--- config.mk ---
export PLATFORM = sky130hd
export DESIGN_NAME = slpc_sleep_ctrl
export DESIGN_NICKNAME = d
export VERILOG_FILES = /design/src/core/slpc_pkg.sv /design/src/core/slpc_sleep_ctrl.sv
export SDC_FILE = /design/constraint.sdc
export NUM_CORES = 1
export LEC_CHECK = 0
export BUFFER_PORTS_ARGS = -buffer_cell sky130_fd_sc_hd__buf_2
export CAP_MARGIN = 20
export CELL_PAD_IN_SITES_DETAIL_PLACEMENT = 0
export CELL_PAD_IN_SITES_GLOBAL_PLACEMENT = 1
export CORE_MARGIN = 4
export CORE_UTILIZATION = 39
export CTS_BUF_LIST = sky130_fd_sc_hd__clkbuf_4 sky130_fd_sc_hd__clkbuf_8
export CTS_CLUSTER_SIZE = 10
export DETAILED_ROUTE_END_ITERATION = 12
export HOLD_SLACK_MARGIN = 0.12
export PLACE_DENSITY_LB_ADDON = 0.3
export SLEW_MARGIN = 0
export SYNTH_ARGS = -nofsm -noshare
export SYNTH_HDL_FRONTEND = slang
export SYNTH_SLANG_ARGS = --single-unit
--- constraint.sdc ---
create_clock -name aclk -period 2 [get_ports aclk]
set_input_delay 0.2 -clock aclk [delete_from_list [all_inputs] [get_ports aclk]]
set_output_delay 0.2 -clock aclk [all_outputs]
set_load 0.02 [all_outputs]
--- src/core/slpc_pkg.sv ---
// constants and types of the sleep-mode power controller
// What this block does
// sleep needs arm bit plus sleep instruction
// mode codes: 00 idle, 01 noise, 10 powerdown
// interrupt wake: halt four cycles after start-up
// wake never clears register file or SRAM
// reset during sleep restarts at reset vector
// idle stops cpu and flash clocks only
// idle wakes on any enabled interrupt
// comparator power-off bit lowers idle consumption
// idle or noise mode starts enabled conversion
// noise mode also stops io clock
// noise mode wakes on listed sources only
// powerdown stops oscillator and all clocks
// powerdown wake excludes memory-ready and converter
// external irqs wake deep modes when level
// waking level must be held long enough
// powerdown wake waits selected start-up time
// detector off in sleep, on at wake; code turns it off in powerdown only
// detector off means reset-length wake delay
// bit 6 turns detector off, resets zero
// detector-off bit written via unlock sequence
// second write within four cycles of unlock
// bit active after three, clears three later
// unarmed or unused mode just continues
package slpc_pkg;
    localparam logic [7:0] ADDR_SLEEP_CTRL = 8'h00;
    localparam logic [7:0] ADDR_MCU_CTRL = 8'h04;
    localparam logic [7:0] ADDR_CONFIG = 8'h08;
    localparam logic [7:0] ADDR_TIMING = 8'h0C;
    localparam logic [7:0] ADDR_STATUS = 8'h10;
    localparam int SLP_ARM_BIT = 0;
    localparam int SLP_MODE_LSB = 1;
    localparam int BROWNOUT_SLEEP_OFF_BIT = 6;
    localparam int BROWNOUT_SLEEP_UNLOCK_BIT = 5;
    localparam int CMP_OFF_BIT = 0;
    localparam int CONV_EN_BIT = 1;
    localparam logic [15:0] STARTUP_CYC_RST = 16'h0006;
    localparam logic [15:0] RESET_CYC_RST = 16'h0014;
    localparam logic [2:0] UNLOCK_CYC = 3'h4;
    localparam logic [2:0] BROWNOUT_SLEEP_OFF_DELAY_CYC = 3'h3;
    localparam logic [2:0] BROWNOUT_SLEEP_OFF_HOLD_CYC = 3'h3;
    localparam logic [2:0] WAKE_HALT_CYC = 3'h4;
    localparam logic [1:0] RESP_OKAY = 2'h0;
    localparam logic [1:0] RESP_SLVERR = 2'h2;
    typedef enum logic [1:0] {
        SLPC_IDLE = 2'b00,
        SLPC_NOISE = 2'b01,
        SLPC_PDOWN = 2'b10,
        SLPC_UNUSED = 2'b11
    } slpc_mode_t;
    typedef enum logic [2:0] {
        SLPC_RUN = 3'b000,
        SLPC_SLEEP = 3'b001,
        SLPC_START = 3'b010,
        SLPC_HALT = 3'b011
    } slpc_state_t;
endpackage

--- src/core/slpc_sleep_ctrl.sv ---
// sleep-mode power controller with AXI4-Lite registers
//
// Chosen here: the address map and the AXI4-Lite interface to the registers.
`timescale 1ns/10ps
module slpc_sleep_ctrl import slpc_pkg::*; (
    input wire logic aclk,
    input wire logic aresetn,
    input wire logic clk_en,
    input wire logic [7:0] s_axi_awaddr,
    input wire logic s_axi_awvalid,
    output logic s_axi_awready,
    input wire logic [31:0] s_axi_wdata,
    input wire logic [3:0] s_axi_wstrb,
    input wire logic s_axi_wvalid,
    output logic s_axi_wready,
    output logic [1:0] s_axi_bresp,
    output logic s_axi_bvalid,
    input wire logic s_axi_bready,
    input wire logic [7:0] s_axi_araddr,
    input wire logic s_axi_arvalid,
    output logic s_axi_arready,
    output logic [31:0] s_axi_rdata,
    output logic [1:0] s_axi_rresp,
    output logic s_axi_rvalid,
    input wire logic s_axi_rready,
    input wire logic sleep_instr,
    input wire logic irq_other,
    input wire logic [1:0] ext_irq_req,
    input wire logic [1:0] ext_irq_level,
    input wire logic pin_change_req,
    input wire logic twi_match_req,
    input wire logic wdog_irq_req,
    input wire logic conv_done_req,
    input wire logic mem_ready_req,
    input wire logic sys_reset_req,
    output logic cpu_clk_en,
    output logic flash_clk_en,
    output logic io_clk_en,
    output logic conv_clk_en,
    output logic osc_en,
    output logic comparator_en,
    output logic bod_en,
    output logic conv_start,
    output logic core_halt,
    output logic core_continue,
    output logic irq_go,
    output logic reset_vector
);
    logic sleep_arm;
    slpc_mode_t sleep_mode_select;
    logic comparator_power_off;
    logic conv_enable;
    logic [15:0] startup_cyc;
    logic [15:0] reset_cyc;
    logic [2:0] unlock_cnt;
    logic [2:0] brownout_sleep_off_cnt;
    logic brownout_sleep_off_active;
    slpc_state_t state;
    slpc_mode_t cur_mode;
    logic bod_was_off;
    logic wake_by_reset;
    logic [15:0] delay_cnt;
    logic [2:0] halt_cnt;
    logic [7:0] aw_addr;
    logic aw_full;
    logic [31:0] w_data;
    logic [3:0] w_strb;
    logic w_full;
    logic do_write;
    logic wake_now;
    logic enter_ok;

    // wake sources allowed in each mode
    function automatic logic wake_allowed(
        input slpc_mode_t m,
        input logic other,
        input logic [1:0] ei,
        input logic [1:0] lvl,
        input logic pc,
        input logic two_wire_serial,
        input logic wd,
        input logic conv,
        input logic mem
    );
        logic deep;
        deep = pc | two_wire_serial | wd | (|(ei & lvl));
        case (m)
            SLPC_IDLE: wake_allowed = deep | other | (|ei) | conv | mem;
            SLPC_NOISE: wake_allowed = deep | conv | mem;
            SLPC_PDOWN: wake_allowed = deep;
            default: wake_allowed = 1'b0;
        endcase
    endfunction

    assign do_write = aw_full & w_full & ~s_axi_bvalid;
    assign wake_now = wake_allowed(cur_mode, irq_other, ext_irq_req,
        ext_irq_level, pin_change_req, twi_match_req, wdog_irq_req,
        conv_done_req, mem_ready_req);
    assign enter_ok = sleep_arm & (sleep_mode_select != SLPC_UNUSED);

    // write address and data are taken in either order and held
    always_ff @(posedge aclk) begin
        if (!aresetn) begin
            s_axi_awready <= 1'b1;
            s_axi_wready <= 1'b1;
            aw_full <= 1'b0;
            w_full <= 1'b0;
            aw_addr <= 8'h00;
            w_data <= 32'h0000_0000;
            w_strb <= 4'h0;
            s_axi_bvalid <= 1'b0;
            s_axi_bresp <= RESP_OKAY;
        end else if (clk_en) begin
            if (s_axi_awvalid && s_axi_awready) begin
                aw_addr <= s_axi_awaddr;
                aw_full <= 1'b1;
                s_axi_awready <= 1'b0;
            end
            if (s_axi_wvalid && s_axi_wready) begin
                w_data <= s_axi_wdata;
                w_strb <= s_axi_wstrb;
                w_full <= 1'b1;
                s_axi_wready <= 1'b0;
            end
            if (do_write) begin
                aw_full <= 1'b0;
                w_full <= 1'b0;
                s_axi_bvalid <= 1'b1;
                case (aw_addr)
                    ADDR_SLEEP_CTRL, ADDR_MCU_CTRL, ADDR_CONFIG, ADDR_TIMING, ADDR_STATUS:
                        s_axi_bresp <= RESP_OKAY;
                    default: s_axi_bresp <= RESP_SLVERR;
                endcase
            end
            if (s_axi_bvalid && s_axi_bready) begin
                s_axi_bvalid <= 1'b0;
                s_axi_awready <= 1'b1;
                s_axi_wready <= 1'b1;
            end
        end
    end

    // plain control registers; status writes are ignored
    always_ff @(posedge aclk) begin
        if (!aresetn) begin
            sleep_arm <= 1'b0;
            sleep_mode_select <= SLPC_IDLE;
            comparator_power_off <= 1'b0;
            conv_enable <= 1'b0;
            startup_cyc <= STARTUP_CYC_RST;
            reset_cyc <= RESET_CYC_RST;
        end else if (clk_en && do_write) begin
            if (aw_addr == ADDR_SLEEP_CTRL && w_strb[0]) begin
                sleep_arm <= w_data[SLP_ARM_BIT];
                sleep_mode_select <= slpc_mode_t'(w_data[SLP_MODE_LSB +: 2]);
            end
            if (aw_addr == ADDR_CONFIG && w_strb[0]) begin
                comparator_power_off <= w_data[CMP_OFF_BIT];
                conv_enable <= w_data[CONV_EN_BIT];
            end
            if (aw_addr == ADDR_TIMING) begin
                if (w_strb[0]) startup_cyc[7:0] <= w_data[7:0];
                if (w_strb[1]) startup_cyc[15:8] <= w_data[15:8];
                if (w_strb[2]) reset_cyc[7:0] <= w_data[23:16];
                if (w_strb[3]) reset_cyc[15:8] <= w_data[31:24];
            end
        end
    end

    // timed unlock: first write opens a window, late second write is lost
    always_ff @(posedge aclk) begin
        if (!aresetn) begin
            unlock_cnt <= 3'h0;
            brownout_sleep_off_cnt <= 3'h0;
        end else if (clk_en) begin
            if (unlock_cnt != 3'h0) unlock_cnt <= unlock_cnt - 3'h1;
            if (brownout_sleep_off_cnt != 3'h0) brownout_sleep_off_cnt <= brownout_sleep_off_cnt - 3'h1;
            if (do_write && aw_addr == ADDR_MCU_CTRL && w_strb[0]) begin
                if (w_data[BROWNOUT_SLEEP_OFF_BIT] && w_data[BROWNOUT_SLEEP_UNLOCK_BIT]) begin
                    // a rewrite inside the window does not extend it
                    if (unlock_cnt == 3'h0) unlock_cnt <= UNLOCK_CYC;
                end else if (w_data[BROWNOUT_SLEEP_OFF_BIT] && unlock_cnt != 3'h0) begin
                    unlock_cnt <= 3'h0;
                    brownout_sleep_off_cnt <= BROWNOUT_SLEEP_OFF_DELAY_CYC + BROWNOUT_SLEEP_OFF_HOLD_CYC;
                end
            end
        end
    end

    // active only in the last three counts, then clears itself
    assign brownout_sleep_off_active = (brownout_sleep_off_cnt != 3'h0) && (brownout_sleep_off_cnt <= BROWNOUT_SLEEP_OFF_HOLD_CYC);

    // sleep sequencer
    always_ff @(posedge aclk) begin
        if (!aresetn) begin
            state <= SLPC_RUN;
            cur_mode <= SLPC_IDLE;
            bod_was_off <= 1'b0;
            wake_by_reset <= 1'b0;
            delay_cnt <= 16'h0000;
            halt_cnt <= 3'h0;
        end else if (clk_en) begin
            case (state)
                SLPC_RUN: begin
                    if (sleep_instr && enter_ok) begin
                        state <= SLPC_SLEEP;
                        cur_mode <= sleep_mode_select;
                        bod_was_off <= brownout_sleep_off_active && sleep_mode_select == SLPC_PDOWN;
                        wake_by_reset <= 1'b0;
                    end
                end
                SLPC_SLEEP: begin
                    if (sys_reset_req || wake_now) begin
                        state <= SLPC_START;
                        wake_by_reset <= sys_reset_req;
                        // only a stopped oscillator needs a restart delay
                        if (bod_was_off)
                            delay_cnt <= reset_cyc;
                        else if (cur_mode == SLPC_PDOWN)
                            delay_cnt <= startup_cyc;
                        else
                            delay_cnt <= 16'h0000;
                    end
                end
                SLPC_START: begin
                    if (delay_cnt != 16'h0000) begin
                        delay_cnt <= delay_cnt - 16'h0001;
                    end else if (wake_by_reset) begin
                        state <= SLPC_RUN;
                    end else begin
                        state <= SLPC_HALT;
                        halt_cnt <= WAKE_HALT_CYC - 3'h1;
                    end
                end
                SLPC_HALT: begin
                    if (halt_cnt == 3'h0) state <= SLPC_RUN;
                    else halt_cnt <= halt_cnt - 3'h1;
                end
                default: state <= SLPC_RUN;
            endcase
        end
    end

    // clock gating per mode; the core keeps its state, nothing is cleared
    always_ff @(posedge aclk) begin
        if (!aresetn) begin
            cpu_clk_en <= 1'b1;
            flash_clk_en <= 1'b1;
            io_clk_en <= 1'b1;
            conv_clk_en <= 1'b1;
            osc_en <= 1'b1;
            comparator_en <= 1'b1;
            bod_en <= 1'b1;
        end else if (clk_en) begin
            comparator_en <= ~comparator_power_off;
            if (state == SLPC_RUN && sleep_instr && enter_ok) begin
                cpu_clk_en <= 1'b0;
                flash_clk_en <= 1'b0;
                io_clk_en <= sleep_mode_select == SLPC_IDLE;
                conv_clk_en <= sleep_mode_select != SLPC_PDOWN;
                osc_en <= sleep_mode_select != SLPC_PDOWN;
                if (brownout_sleep_off_active && sleep_mode_select == SLPC_PDOWN)
                    bod_en <= 1'b0;
            end else if (state == SLPC_SLEEP && (sys_reset_req || wake_now)) begin
                osc_en <= 1'b1;
                bod_en <= 1'b1;
            end else if (state == SLPC_START && delay_cnt == 16'h0000) begin
                cpu_clk_en <= 1'b1;
                flash_clk_en <= 1'b1;
                io_clk_en <= 1'b1;
                conv_clk_en <= 1'b1;
            end
        end
    end

    // one-cycle strobes to the core and converter, and the core_halt level
    always_ff @(posedge aclk) begin
        if (!aresetn) begin
            conv_start <= 1'b0;
            core_continue <= 1'b0;
            irq_go <= 1'b0;
            reset_vector <= 1'b0;
            core_halt <= 1'b0;
        end else if (clk_en) begin
            conv_start <= state == SLPC_RUN && sleep_instr && enter_ok && conv_enable
                && sleep_mode_select != SLPC_PDOWN;
            core_continue <= state == SLPC_RUN && sleep_instr && !enter_ok;
            irq_go <= state == SLPC_HALT && halt_cnt == 3'h0;
            reset_vector <= state == SLPC_START && delay_cnt == 16'h0000
                && wake_by_reset;
            core_halt <= (state == SLPC_RUN && sleep_instr && enter_ok)
                || (state != SLPC_RUN && !(state == SLPC_HALT && halt_cnt == 3'h0)
                && !(state == SLPC_START && delay_cnt == 16'h0000 && wake_by_reset));
        end
    end

    // read channel, one word per request
    always_ff @(posedge aclk) begin
        if (!aresetn) begin
            s_axi_arready <= 1'b1;
            s_axi_rvalid <= 1'b0;
            s_axi_rdata <= 32'h0000_0000;
            s_axi_rresp <= RESP_OKAY;
        end else if (clk_en) begin
            if (s_axi_arvalid && s_axi_arready) begin
                s_axi_arready <= 1'b0;
                s_axi_rvalid <= 1'b1;
                s_axi_rresp <= RESP_OKAY;
                s_axi_rdata <= 32'h0000_0000;
                case (s_axi_araddr)
                    ADDR_SLEEP_CTRL: begin
                        s_axi_rdata[SLP_ARM_BIT] <= sleep_arm;
                        s_axi_rdata[SLP_MODE_LSB +: 2] <= sleep_mode_select;
                    end
                    ADDR_MCU_CTRL: begin
                        s_axi_rdata[BROWNOUT_SLEEP_OFF_BIT] <= brownout_sleep_off_cnt != 3'h0;
                        s_axi_rdata[BROWNOUT_SLEEP_UNLOCK_BIT] <= unlock_cnt != 3'h0;
                    end
                    ADDR_CONFIG: begin
                        s_axi_rdata[CMP_OFF_BIT] <= comparator_power_off;
                        s_axi_rdata[CONV_EN_BIT] <= conv_enable;
                    end
                    ADDR_TIMING: s_axi_rdata <= {reset_cyc, startup_cyc};
                    ADDR_STATUS: s_axi_rdata[8:0] <= {bod_was_off, wake_by_reset,
                        brownout_sleep_off_active, cur_mode, 1'b0, state};
                    default: s_axi_rresp <= RESP_SLVERR;
                endcase
            end
            if (s_axi_rvalid && s_axi_rready) begin
                s_axi_rvalid <= 1'b0;
                s_axi_arready <= 1'b1;
            end
        end
    end
endmodule

; ---- Word-level counts from Yosys, hierarchy flattened
; Index checks and enable logic that the tools add are counted.
[totals]
output_inout_bits = 53
reg_bits = 167
elab_cells = 226
in_bits = 72
[classes]
add_sub_neg = 4
n_lt_le_gt_ge = 1
muxes = 59
n_eq_ne = 25
reduce_logical = 82
bitwise_logic = 15
[ops]
columns = operator, n
row1 = two-way mux 16 bit, 4
row2 = two-way mux 3 bit, 16
row3 = "equality test 8 x 4 -> 1 bit, second input constant", 4
row4 = case mux 16 bit (2 select lines), 1
row5 = logical AND 1 bit, 26
row6 = AND reduction 2 bit, 13
row7 = two-way mux 1 bit, 25
row8 = two-way mux 23 bit, 1
row9 = "inequality test 2 bit, second input constant", 11
row10 = nonzero test 2 bit, 11
row11 = AND reduction 3 bit, 7
row12 = "equality test 8 x 3 -> 1 bit, second input constant", 2
row13 = "equality test 8 x 5 -> 1 bit, second input constant", 2
row14 = zero test 16 bit, 1
row15 = zero test 8 bit, 2
row16 = nonzero test 16 bit, 1
row17 = "subtractor 16 x 1 -> 16 bit, second input constant", 1
row18 = case mux 3 bit (4 select lines), 1
row19 = AND reduction 5 bit, 2
row20 = OR reduction 5 bit, 2
row21 = zero test 3 bit, 3
row22 = bitwise OR 1 bit, 9
row23 = nonzero test 3 bit, 3
row24 = "subtractor 3 x 1 -> 3 bit, second input constant", 3
row25 = other kinds (20), 35

; ---- Depth between registers and ports, before layout
[depth]
ltp_word = 12
depth_mapped = 9
ltp_nobuf = 7

; ---- Worst setup path after synthesis
; Ideal clock, no wire load.
[synth_path]
path_type = register to register
from = register delay_cnt[0]
to = register delay_cnt[2]
period_less_slack_ns = 2.267
stages_incl_launch_ff = 9
t_required_ns = 1.878
path_buffers = 1
slack_ns = -0.267
t_arrival_ns = 2.144
setup_time_ns = 0.122
cell_sequence = dfxtp_1 > inv_1 > ha_1 > or3b_4 > or4_4 > buf_6 > o21ai_4 > a2111oi_0 > a311o_1
[synth_via]
elab_chain_cells = 3
word_cells_on_any_way = 6
cone_classes = add/sub (1) / eq/ne (1) / mux (2) / reduce/logical (2)
[synth_rtl]
columns = element, line
row1 = start: declaration, slpc_sleep_ctrl.sv:62  ; logic [15:0] delay_cnt;
row2 = start signal: assignment, slpc_sleep_ctrl.sv:218  ; delay_cnt <= reset_cyc;
row3 = start signal: assignment, slpc_sleep_ctrl.sv:220  ; delay_cnt <= startup_cyc;
row4 = start signal: assignment, slpc_sleep_ctrl.sv:227  ; delay_cnt <= delay_cnt - 16'h0001;
row5 = subtractor 16 x 1 -> 16 bit / nonzero test 16 bit (equally long branches), "slpc_sleep_ctrl.sv:227, slpc_sleep_ctrl.sv:226"
row6 = two-way mux 16 bit / inequality test 2 bit (equally long branches), --
row7 = case mux 16 bit (2 select lines) / AND reduction 4 bit (equally long branches), --
; Several ways; a longest one is shown, not always the timed one. The select of a mux whose other input is x is not followed.
; A chain may end at the register's enable or synchronous reset.

; ---- Final worst setup path
[layout_path]
from = register delay_cnt[0]
to = register halt_cnt[0]
[layout_via]
elab_chain_cells = 3
[layout_rtl]
columns = element, line
row1 = nonzero test 16 bit, slpc_sleep_ctrl.sv:226  ; if (delay_cnt != 16'h0000) begin
row2 = inequality test 2 bit (no line), --
row3 = AND reduction 5 bit (no line), --
row4 = end signal: assignment, slpc_sleep_ctrl.sv:232  ; halt_cnt <= WAKE_HALT_CYC - 3'h1;
row5 = end signal: assignment, slpc_sleep_ctrl.sv:237  ; else halt_cnt <= halt_cnt - 3'h1;
row6 = end: declaration, slpc_sleep_ctrl.sv:63  ; logic [2:0] halt_cnt;
; No other way between the ends.

==> results.toml <==
[layout]
final_common_cell = "dfxtp_1"
layoutNonFillerInstCount = 1310
layout-drive-gt1-share_pct = 23.68
antennaDiodeCount = 0
final_nets = 1150
syn_to_final_growth_pct = 31.07
layout_common_cells = "dfxtp_1 (163), nand2_1 (160), buf_2 (122), nor2_1 (88), a21oi_1 (74)"

[synthesis]
synth_area_mm2 = 0.007212
synth_area_leaders = "dfxtp_1 (46%), nand2_1 (8.3%), a21oi_1 (5.3%), nor2_1 (4.6%), mux2i_1 (4.4%)"
yosysTopAreaCellShare_pct = 45.52
ys_async_sr_fraction_pct = 0
synth_edf_count = 0
synth.distinct_cells = 74
yosys_warnings = 0
synth_largest_area_cell = "dfxtp_1"
ys_ff_latch = 164
synth.avg_cell_area_um2 = 8.299
synth-main-ff-cell = "dfxtp_1"
ys_seq_area_share_pct = 45.52
synthCells = 869

[floorplanning]
initial_core_util_pct = 39.88
rows = 49
die_area_mm2 = 0.02073
die_height_um = 144.0
pin_count = 125
chipWidth_um = 144.0
core_mm2 = 0.01809

[clock_tree]
cts_tree = "yes"
cts.path.max_buffers = 2
clock_latency_ps = 460
root_buffer = "clkbuf_8"
clk_pin_slew_ps = 80
cts.sinks = 164
cts_max_level = 4
cts_buffers = 17

[power_and_ir_drop]
ir_drop_mv = 0.4644
p_leak_nw = 3.970
power_density_mw_per_mm2 = 697.9

[routing]
drt_pass1_iterations = 6
drc = 0
drtIter0Drc = 512
routed_wl_mm = 21.07
viasPerCell = 5.298
antenna_left = 0
wl_per_cell_um = 16.08
via_count = 6941

[placed_design]
io_buffers = 122
pre_cts_slack_ps = -172.9
placed_cells = 1221
hpwl_mm = 14.89
gp_congestion = 0.8705

[global_route]
grt_max_degree = 66
grt_use_total_pct = 20.33
grt_overflow = 0
antenna_found_initial = 0
grt_first_pass_wirelength_mm = 33.55
grt_pass1_vias = 6320

[sta]
fmax_mhz = 458.7
hold_violations = 0
worst_slack_ps = -179.9
slew_headroom_pct = 62.33
rsz0062_at_grt = "true"
holdWs_ps = 163.2
finClkSkew_ps = 13.64
setup_viol = 24
period_minus_slack_ps = 2180
worstMarginPinSlew_ps = 559.9
final_max_slew_viol_count = 0
setup_tns_ps = -1471
fin_crit_sh_pct = 109.0

[min_path]
hold_class = "in -> reg"

[worst_setup_path]
crit_fanout = 6
worstPathArrival_ps = 2580
r2r_slack_ps = -180
endpoint_kind = "flip-flop"
cp.required_ps = 2400
worstSetupPathType = "reg -> reg"
critPathLaunchType = "flip-flop"

[status]
outcome = "finished, violations left"
violations = "setup timing"

[job]
max_cap_violations = 0
## kinds of logic (layout without fill, tap and decap cells)
| kind of cell | Yosys count | count (layout) | share of synthesized area (%) |
|---|---|---|---|
| and+or+nand+nor | 345 | 345 | 21.48 |
| AOI/OAI and AO/OA | 232 | 232 | 21.62 |
| DFF | 164 | 164 | 45.52 |
| buffers and inverters | 82 | 293 | 4.701 |
| muxes | 36 | 36 | 5.066 |
| adders and majority gates | 9 | 9 | 1.561 |
| other | 1 | 2 | 0.05200 |
## cells in the mapped netlist, types with 8 or more instances
library cell,n
nand2_1,160
ha_1,9
nor4_1,10
nor2_1,88
o22ai_1,8
and3_1,9
clkbuf_1,47
a21oi_1,76
mux2i_1,32
nand3_1,21
o21ai_0,30
nor3_1,16
a22oi_1,38
inv_1,20
dfxtp_1,164
## power by group
part           switching, mW  total [mW]  internal (mW)
Combinational          0.513       0.906          0.394
Clock                   1.24        2.26           1.02
Sequential            0.0659        3.43           3.36
## routing by layer
metal	vias up	GRT usage [%]	wire length [µm]
li1	3497	-	-
met1	3267	28.78	10130
met2	159	32.44	9791
met3	18	3.307	980
met4	0	5.253	160
met5	-	0	0
## registers in the layout, summed over array words and instances, names as in the netlist, 2 cells and up
| register | flops |
|---|---|
| aw_addr | 8 |
| unlock_cnt | 3 |
| state | 2 |
| delay_cnt | 16 |
| cur_mode | 2 |
| brownout_sleep_off_cnt | 3 |
| reset_cyc | 16 |
| sleep_mode_select | 2 |
| halt_cnt | 3 |
| w_strb | 4 |
| startup_cyc | 16 |
| s_axi_rdata | 32 |
| w_data | 32 |
## through the flow
stage / instance area (µm²) / util [%] / power [mW]
after floorplan: 7239 / - / 4.049
after global placement: 8394 / 46.41 / 4.299
after detailed placement: 8394 / 46.41 / 4.321
after CTS: 9368 / 51.80 / 6.650
after global routing: 9453 / 52.27 / 6.907
final: 9453 / 52.27 / 6.597
## cell type report
class                           count  area, µm²
Timing Repair Buffer              240       1709
Clock buffer                       19      255.2
Inverter                           22      83.83
Multi-Input combinational cell    624       3726
Fill cell                        1720       8633
Sequential cell                   164       3284
Clock inverter                     12      107.6
Tap cell                          229      286.5
## worst max-delay path, stage by stage, from the launching register on
cell	delay, ps
dfxtp_2	330
inv_2	70
ha_4	130
or3b_4	370
or4_4	470
buf_12	160
o31ai_4	210
and3_4	230
o211a_1	160
## what timing repair did
| action | CTS | global route |
|---|---|---|
| gates cloned | 0 | 0 |
| hold buffers | 54 | 0 |
| pin swaps | 8 | 10 |
| hold endpoints to repair | 52 | 0 |
| gates resized for setup | 10 | 15 |
| setup endpoints to repair | 26 | 58 |
| buffers inserted | 2 | 3 |
## path summary, 6_finish.rpt
kind | end | depth (start not counted) | startpoint
hold / removal | s_axi_rresp[1] | 3 | s_axi_araddr[2]
hold reg to reg | startup_cyc[3] | 2 | w_data[3]
setup / recovery | halt_cnt[0] | 8 | delay_cnt[0]
setup reg to reg | halt_cnt[0] | 8 | delay_cnt[0]
(Power assumes the default switching activity.)
